## config.mk

```make
export PLATFORM = sky130hd
export DESIGN_NAME = pwmoss_slave_sync
export DESIGN_NICKNAME = d
export VERILOG_FILES = /design/src/rtl/pwmoss_pkg.sv /design/src/rtl/pwmoss_slave_sync.sv
export VERILOG_INCLUDE_DIRS = /design/src /design/src/rtl
export SDC_FILE = /design/constraint.sdc
export NUM_CORES = 1
export LEC_CHECK = 0
export BUFFER_PORTS_ARGS = -buffer_cell sky130_fd_sc_hd__buf_2
export CAP_MARGIN = 30
export CORE_ASPECT_RATIO = 0.5
export CORE_MARGIN = 4
export CORE_UTILIZATION = 31
export DETAILED_ROUTE_END_ITERATION = 7
export GPL_TIMING_DRIVEN = 0
export PLACE_DENSITY = 0.53
export SYNTH_ARGS = -nofsm -noshare
export SYNTH_HDL_FRONTEND = slang
export SYNTH_SLANG_ARGS = --single-unit
```

## constraint.sdc

```tcl
create_clock -name clk_sys -period 1.71 [get_ports clk_sys]
set_input_delay 0.4275 -clock clk_sys [delete_from_list [all_inputs] [get_ports clk_sys]]
set_output_delay 0.4275 -clock clk_sys [all_outputs]
set_load 0.01 [all_outputs]
```

## src/rtl/pwmoss_cfg.svh

```systemverilog
// Offsets, field positions, reset values and synchronised input count for the slave
// offset synchroniser. Definitions only; included by the design files.
`ifndef PWMOSS_CFG_SVH
`define PWMOSS_CFG_SVH

// ----------------------------------------------------------------------
// Register byte offsets
// ----------------------------------------------------------------------
`define PWMOSS_ADDR_W        8
`define PWMOSS_CTRL_OFF      8'h00
`define PWMOSS_PERIOD_OFF    8'h04
`define PWMOSS_PHASE_OFF     8'h08
`define PWMOSS_STATUS_OFF    8'h0C

// ----------------------------------------------------------------------
// Control fields
// ----------------------------------------------------------------------
`define PWMOSS_EN_BIT        0
`define PWMOSS_MODE_LSB      1
`define PWMOSS_MODE_MSB      2
`define PWMOSS_DIR_BIT       3
`define PWMOSS_LDA_BIT       4

// ----------------------------------------------------------------------
// Widths and reset values
// ----------------------------------------------------------------------
`define PWMOSS_CNT_W         16
`define PWMOSS_PERIOD_RST    16'hFFFF
`define PWMOSS_PHASE_RST     16'h0001
`define PWMOSS_CNT_ONE       16'h0001
`define PWMOSS_SYNC_IN       3

`endif

```

## src/rtl/pwmoss_pkg.sv

```systemverilog
// Types shared by the slave offset synchroniser.
// Assumes pwmoss_cfg.svh is on the include path.
package pwmoss_pkg;

  // ----------------------------------------------------------------------
  // Offset mode select encodings
  // ----------------------------------------------------------------------
  typedef enum logic [1:0] {
    PWMOSS_MODE_INDEP   = 2'h0,
    PWMOSS_MODE_SYNC    = 2'h1,
    PWMOSS_MODE_ONESHOT = 2'h2,
    PWMOSS_MODE_CONT    = 2'h3
  } pwmoss_mode_type;

  // ----------------------------------------------------------------------
  // Slave counter states, one-hot
  // ----------------------------------------------------------------------
  typedef enum logic [2:0] {
    PWMOSS_ST_STOP = 3'h1,
    PWMOSS_ST_WAIT = 3'h2,
    PWMOSS_ST_RUN  = 3'h4
  } pwmoss_state_type;

endpackage

```

## src/rtl/pwmoss_slave_sync.sv

```systemverilog
// Slave side offset synchroniser for a PWM period counter, with an
// AHB-Lite register slave. Assumes one clock (the slave PWM clock) and a
// master PWM module that toggles one wire per up-count and one per
// down-count offset match.
//
// Behaviour
// - Mode 00: counter runs while enabled, ignores master; period returns it to zero.
// - Mode 01: counter holds until master match, then runs until enable clears.
// - Sync start: each period event zeroes counter, counting continues without master.
// - Mode 10: after master match, count up from current value to period match.
// - One-shot: period event zeroes and halts counter; next master match restarts it.
// - One-shot: master match during the triggered period is ignored.
// - Mode 11: counter inhibited after enable; first master match starts it.
// - Continuous mode: later master matches load counter with one, counting on.
// - Continuous mode: period event before next match zeroes counter, counting on.
// - Switching to mode 00 while running keeps the existing offset.
// - Center-aligned master: match on up-count if direction clear, down if set.
// - Direction bit ignored when master is not center-aligned.
// - While running, new direction waits in a buffer until load-arm is set.
`timescale 1ns/1ps
`include "pwmoss_cfg.svh"

module pwmoss_slave_sync
  import pwmoss_pkg::*;
(
  input  wire logic                     clk_sys,
  input  wire logic                     rst_n,
  input  wire logic                     hsel,
  input  wire logic [31:0]              haddr,
  input  wire logic [1:0]               htrans,
  input  wire logic                     hwrite,
  input  wire logic [2:0]               hsize,
  input  wire logic [31:0]              hwdata,
  input  wire logic                     hready,
  output logic                          hreadyout,
  output logic [31:0]                   hrdata,
  output logic                          hresp,
  input  wire logic                     match_up_toggle,
  input  wire logic                     match_down_toggle,
  input  wire logic                     master_center_aligned,
  output logic [`PWMOSS_CNT_W-1:0]      slave_period_counter,
  output logic                          period_event,
  output logic                          phase_event,
  output logic                          counter_running
);

  // ----------------------------------------------------------------------
  // Decoding helper
  // ----------------------------------------------------------------------
  function automatic logic addr_is(input logic [`PWMOSS_ADDR_W-1:0] a,
                                   input logic [`PWMOSS_ADDR_W-1:0] off);
    addr_is = (a == off);
  endfunction

  // ----------------------------------------------------------------------
  // Declarations
  // ----------------------------------------------------------------------
  logic                        pend_reg;
  logic                        wr_reg;
  logic [`PWMOSS_ADDR_W-1:0]   addr_reg;
  logic                        hreadyout_reg;
  logic [31:0]                 hrdata_reg;
  logic                        hresp_reg;
  logic                        enable_reg;
  pwmoss_mode_type             mode_reg;
  logic                        dir_buf_reg;
  logic                        dir_act_reg;
  logic                        dir_act_next;
  logic                        load_arm_reg;
  logic                        load_arm_next;
  logic [`PWMOSS_CNT_W-1:0]    period_reg;
  logic [`PWMOSS_CNT_W-1:0]    phase_reg;
  logic [`PWMOSS_CNT_W-1:0]    cnt_reg;
  logic [`PWMOSS_CNT_W-1:0]    cnt_next;
  pwmoss_state_type            state_reg;
  pwmoss_state_type            state_next;
  logic                        period_evt_reg;
  logic                        phase_evt_reg;
  logic [`PWMOSS_SYNC_IN-1:0]  sync_in;
  logic [`PWMOSS_SYNC_IN-1:0]  sync1_reg;
  logic [`PWMOSS_SYNC_IN-1:0]  sync2_reg;
  logic [1:0]                  last_reg;
  logic [31:0]                 rd_mux;

  // ----------------------------------------------------------------------
  // AHB-Lite slave: one wait state on every transfer
  // ----------------------------------------------------------------------
  wire accept    = hsel & hready & htrans[1];
  wire wr_strobe = pend_reg & wr_reg;
  wire rd_strobe = pend_reg & ~wr_reg;
  wire ctrl_wr   = wr_strobe & addr_is(addr_reg, `PWMOSS_CTRL_OFF);
  wire period_wr = wr_strobe & addr_is(addr_reg, `PWMOSS_PERIOD_OFF);
  wire phase_wr  = wr_strobe & addr_is(addr_reg, `PWMOSS_PHASE_OFF);

  wire st_stop = state_reg == PWMOSS_ST_STOP;
  wire st_wait = state_reg == PWMOSS_ST_WAIT;
  wire st_run  = state_reg == PWMOSS_ST_RUN;

  wire [31:0] ctrl_word   = {27'h0000000, load_arm_reg, dir_buf_reg, mode_reg, enable_reg};
  wire [31:0] status_word = {13'h0000, dir_act_reg, st_wait, st_run, cnt_reg};

  // Unmapped offsets read as zero; writes to them are dropped
  assign rd_mux = addr_is(addr_reg, `PWMOSS_CTRL_OFF)   ? ctrl_word :
                  addr_is(addr_reg, `PWMOSS_PERIOD_OFF) ? {16'h0000, period_reg} :
                  addr_is(addr_reg, `PWMOSS_PHASE_OFF)  ? {16'h0000, phase_reg} :
                  addr_is(addr_reg, `PWMOSS_STATUS_OFF) ? status_word : 32'h00000000;

  always_ff @(posedge clk_sys or negedge rst_n)
  begin
    if (!rst_n)
    begin
      pend_reg      <= 1'b0;
      wr_reg        <= 1'b0;
      addr_reg      <= 8'h00;
      hreadyout_reg <= 1'b1;
      hrdata_reg    <= 32'h00000000;
      hresp_reg     <= 1'b0;
    end
    else
    begin
      pend_reg      <= accept;
      hreadyout_reg <= ~accept;
      hresp_reg     <= 1'b0;
      if (accept)
      begin
        addr_reg <= haddr[`PWMOSS_ADDR_W-1:0];
        wr_reg   <= hwrite;
      end
      if (rd_strobe)
      begin
        hrdata_reg <= rd_mux;
      end
    end
  end

  // ----------------------------------------------------------------------
  // Software controls
  // ----------------------------------------------------------------------
  // Arm is cleared by the transfer it triggers; a new arm in the same cycle wins
  assign load_arm_next = ctrl_wr & hwdata[`PWMOSS_LDA_BIT];
  // Stopped: direction applies at once; running: only through load-arm
  assign dir_act_next  = (load_arm_reg | st_stop) ? dir_buf_reg : dir_act_reg;

  always_ff @(posedge clk_sys or negedge rst_n)
  begin
    if (!rst_n)
    begin
      enable_reg   <= 1'b0;
      mode_reg     <= PWMOSS_MODE_INDEP;
      dir_buf_reg  <= 1'b0;
      dir_act_reg  <= 1'b0;
      load_arm_reg <= 1'b0;
      period_reg   <= `PWMOSS_PERIOD_RST;
      phase_reg    <= `PWMOSS_PHASE_RST;
    end
    else
    begin
      load_arm_reg <= load_arm_next;
      dir_act_reg  <= dir_act_next;
      if (ctrl_wr)
      begin
        enable_reg  <= hwdata[`PWMOSS_EN_BIT];
        mode_reg    <= pwmoss_mode_type'(hwdata[`PWMOSS_MODE_MSB:`PWMOSS_MODE_LSB]);
        dir_buf_reg <= hwdata[`PWMOSS_DIR_BIT];
      end
      if (period_wr)
      begin
        period_reg <= hwdata[`PWMOSS_CNT_W-1:0];
      end
      if (phase_wr)
      begin
        phase_reg <= hwdata[`PWMOSS_CNT_W-1:0];
      end
    end
  end

  // ----------------------------------------------------------------------
  // Master event synchronisers
  // ----------------------------------------------------------------------
  // Toggles, not pulses: a short master pulse could fall between slave edges
  assign sync_in = {master_center_aligned, match_down_toggle, match_up_toggle};

  genvar gi;
  generate
    for (gi = 0; gi < `PWMOSS_SYNC_IN; gi = gi + 1)
    begin : g_sync
      always_ff @(posedge clk_sys or negedge rst_n)
      begin
        if (!rst_n)
        begin
          sync1_reg[gi] <= 1'b0;
          sync2_reg[gi] <= 1'b0;
        end
        else
        begin
          sync1_reg[gi] <= sync_in[gi];
          sync2_reg[gi] <= sync1_reg[gi];
        end
      end
    end
  endgenerate

  wire up_evt = sync2_reg[0] ^ last_reg[0];
  wire dn_evt = sync2_reg[1] ^ last_reg[1];
  wire center = sync2_reg[2];
  // Center-aligned picks one count direction; otherwise any match counts
  wire match_q = center ? (dir_act_reg ? dn_evt : up_evt)
                        : (up_evt | dn_evt);

  // ----------------------------------------------------------------------
  // Slave counter state machine
  // ----------------------------------------------------------------------
  wire period_hit = cnt_reg == period_reg;
  wire is_indep   = mode_reg == PWMOSS_MODE_INDEP;
  wire is_oneshot = mode_reg == PWMOSS_MODE_ONESHOT;
  wire is_cont    = mode_reg == PWMOSS_MODE_CONT;

  always_comb
  begin
    state_next = state_reg;
    case (state_reg)
      PWMOSS_ST_STOP:
      begin
        if (enable_reg)
        begin
          state_next = is_indep ? PWMOSS_ST_RUN : PWMOSS_ST_WAIT;
        end
      end
      PWMOSS_ST_WAIT:
      begin
        if (!enable_reg)
        begin
          state_next = PWMOSS_ST_STOP;
        end
        else if (is_indep | match_q)
        begin
          state_next = PWMOSS_ST_RUN;
        end
      end
      PWMOSS_ST_RUN:
      begin
        if (!enable_reg)
        begin
          state_next = PWMOSS_ST_STOP;
        end
        else if (is_oneshot & period_hit)
        begin
          state_next = PWMOSS_ST_WAIT;
        end
      end
      default:
      begin
        state_next = PWMOSS_ST_STOP;
      end
    endcase
  end

  // A mode change never touches the count, so an offset already built
  // up survives a switch to independent mode
  always_comb
  begin
    cnt_next = cnt_reg;
    if (!enable_reg)
    begin
      cnt_next = '0;
    end
    else if (st_run)
    begin
      if (is_cont & match_q)
      begin
        cnt_next = `PWMOSS_CNT_ONE;
      end
      else if (period_hit)
      begin
        cnt_next = '0;
      end
      else
      begin
        cnt_next = cnt_reg + `PWMOSS_CNT_ONE;
      end
    end
  end

  always_ff @(posedge clk_sys or negedge rst_n)
  begin
    if (!rst_n)
    begin
      state_reg      <= PWMOSS_ST_STOP;
      cnt_reg        <= '0;
      period_evt_reg <= 1'b0;
      phase_evt_reg  <= 1'b0;
      last_reg       <= 2'h0;
    end
    else
    begin
      state_reg      <= state_next;
      cnt_reg        <= cnt_next;
      period_evt_reg <= st_run & enable_reg & period_hit;
      phase_evt_reg  <= st_run & enable_reg & (cnt_reg == phase_reg);
      last_reg       <= sync2_reg[1:0];
    end
  end

  // ----------------------------------------------------------------------
  // Outputs
  // ----------------------------------------------------------------------
  assign hreadyout            = hreadyout_reg;
  assign hrdata               = hrdata_reg;
  assign hresp                = hresp_reg;
  assign slave_period_counter = cnt_reg;
  assign period_event         = period_evt_reg;
  assign phase_event          = phase_evt_reg;
  assign counter_running      = state_reg[2];
endmodule

```

==> out/qor.txt <==
final std cells w/o fill -> 776
Max Cap Violations -> 0
RSZ-0062 raised after global routing -> true
fin crit period -> 1.79 ns
Leak -> 3.05 nW
CTS Buf Count -> 9
Setup crit end kind -> flop
pwr dens -> 821 mW/mm2
most frequent cells in the layout -> buf_2 (71), dfrtp_1 (70), buf_4 (48)
CP Cell Sequence -> xor2_2 -> nor4_2 -> nand4_1 -> buf_6 -> buf_6 -> a31oi_1 -> mux2i_1
Worst EP arrival -> 2.02 ns
max FFs per register -> 19
Yosys top cell by area -> dfrtp_1
Total GRT Usage -> 0.151
Synth Area in Compound Gates -> 0.0960
Vias per Instance -> 4.91
die height -> 97.0 um
Clock Sinks -> 97
depth of the CTS H-tree -> 3
initial core utilization -> 0.318
IO Pins -> 130
flop2flop setup slack -> -0.08 ns
Vias -> 3807
met1 usage -> 0.240
CTS Buffer Depth -> 2
grt met3 use -> 0.0413
failing checks -> setup timing
post-route ant nets -> 0
maximum VDD drop -> 439 uV
Fin. Hold Viols -> 0
crit path launch type -> flop
gr busiest metal -> met1
diode count -> 0
Synth Area in XOR/XNOR -> 0.0749
FFs w/ async S/R, synth -> 1.00
routability cong. -> 0.825
max incr delay on CP -> 0.57 ns
hold_buf cts -> 0
synthesized area -> 0.00491 mm2
design area -> 0.00650 mm2
Gate Count Post-Synth -> 443
Setup Viol. Count Final -> 19
largest family of logic cells by synthesized area -> multiplexers
WL per Instance -> 17.4 um
Die W -> 186 um
WP buf/inv -> 2
cell mode on critical path -> buf_6
adder-cell area share of the yosys netlist -> 0.00255
GRT overflow -> 0
largest net degree at the start of global routing -> 66
Max Fanout on Critical Path -> 8
mux contribution to synthesized area -> 0.142
Worst Slack Setup Final -> -0.0838 ns
Yosys top cell area share -> 0.397
DP Cell Count -> 732
vias in the first global route -> 3620
Top delay family on crit path -> flip-flops
EDFF count, synth -> 0
post-synthesis simple-gate area fraction -> 0.117
Final period util -> 1.05
met2 usage -> 0.202
layout cells sized above 1 -> 0.477
first-pass GRT wire length -> 21100 um
Final Max Tran Viols -> 0
Area contributors post-synth -> dfrtp_1 (40%), dfstp_2 (10%), mux2_2 (8.3%)
Seq cells post-synth -> 97
CTS clk-pin slew, worst paths -> 0.06 ns
cell chosen for the clock root -> clkbuf_16
status -> finished, violations left
Min-Delay Path Class -> in2async
fmax -> 0.557 GHz
most common cell after layout, fill and taps aside -> buf_2
Seq/Total Area, Yosys -> 0.499
Max transition margin -> 0.603
critical path type -> reg2reg
Clock Skews -> 0.00621 ns
total power -> 0.00534 W
syn avg cell area -> 11.1 um2
DRT iter0 DRCs -> 231
WL final -> 13500 um
FILL cells -> 1476
FP Rows -> 32
DRC -> 0
# nets final -> 645
Clk Latency, worst-skew pair -> 0.34 ns
ys flop type -> dfrtp_1
Placeable Area -> 0.0155 mm2
Die ar. -> 0.0181 mm2
Layout area overhead -> 32.3%
Pre-antenna DRT Iters -> 4
Synth warnings -> 0
worst-margin pin slew -> 0.594 ns
DP Wirelength -> 9770 um
synth unique cells -> 49
placed cell area -> 0.00566 mm2
Port Buf Inserts -> 71
slowest CP cell -> dfstp_2
CP required -> 1.93 ns
initial antenna violation count -> 1
CTS tree -> built
==> final cells by class <==
class / instances / area, um2 / area share
plain buffers: 41 / 337 / 0.0518
clock buffers: 15 / 258 / 0.0396
repair buffers: 105 / 656 / 0.101
multi-input cells: 296 / 2470 / 0.379
inverters: 17 / 63.8 / 0.00981
well taps: 204 / 255 / 0.0393
clock inverters: 1 / 5.00 / 0.000770
flip-flops and latches: 97 / 2460 / 0.378
==> worst paths after layout <==
kind,startpoint,end,cells after the start
max reg2reg,period_reg[15],slave_period_counter[3],7
min in group clk_sys,match_up_toggle,sync1_reg[0],1
max,period_reg[15],slave_period_counter[3],7
min reg2reg,sync1_reg[2],center,0
max in group asynchronous,rst_n,hreadyout,2
min,rst_n,slave_period_counter[9],1
==> layer usage <==
layer / routed length (um) / up-vias
li1: - / 1789
met1: 6910 / 1892
met2: 5650 / 110
met3: 818 / 14
met4: 139 / 2
met5: 11 / -
==> Yosys cell counts (2+ instances only) <==
library cell / n
dfstp_2: 19
nand4_1: 10
a21oi_1: 14
nor4_1: 10
xnor2_1: 14
mux2i_1: 3
xor2_1: 28
inv_1: 17
mux4_2: 5
clkbuf_1: 14
nand2b_1: 3
mux2_4: 10
dfrtp_1: 78
o21ai_0: 23
a221oi_1: 11
buf_2: 16
nor3_1: 5
mux2_2: 36
a31oi_1: 8
a22o_1: 5
nand3_1: 13
nor2_1: 21
and3_1: 3
nand2_1: 35
buf_4: 14
nor2b_1: 3
o22ai_1: 2
o211ai_1: 2
==> metrics by stage <==
step                      hold WS (ns)  worst slack, ns  utilization  setup TNS (ns)
after detailed placement         0.336           -0.494        0.366          -20.95
after global placement           0.334           -0.884        0.364          -95.84
final                           0.0348          -0.0838        0.421          -0.540
after global routing            0.0692           -0.107        0.421           -1.93
after floorplan                  0.132          -0.0931            -           -1.05
after CTS                       0.0439           -0.107        0.398          -0.917
==> kinds of logic (layout without fill, tap and decap cells) <==
logic type,Yosys count,count (layout)
compound gates,73,73
xor+xnor,42,42
fa+ha+maj,1,1
buf+inv,63,179
flops,97,97
mux,54,54
other cells,1,14
simple gates,112,112
==> what timing repair did <==
item                                    CTS  global route
buffers inserted                          8            23
gates cloned                              2             0
gates resized for setup                  54            46
pin swaps                                11            12
endpoints found under the setup margin   71            61
==> report_power, final <==
part	switching (W)	internal (W)
Sequential	0.0000935	0.00241
Combinational	0.000550	0.000417
Clock	0.000839	0.00103
No activity file was read; power rests on OpenSTA's default activity.
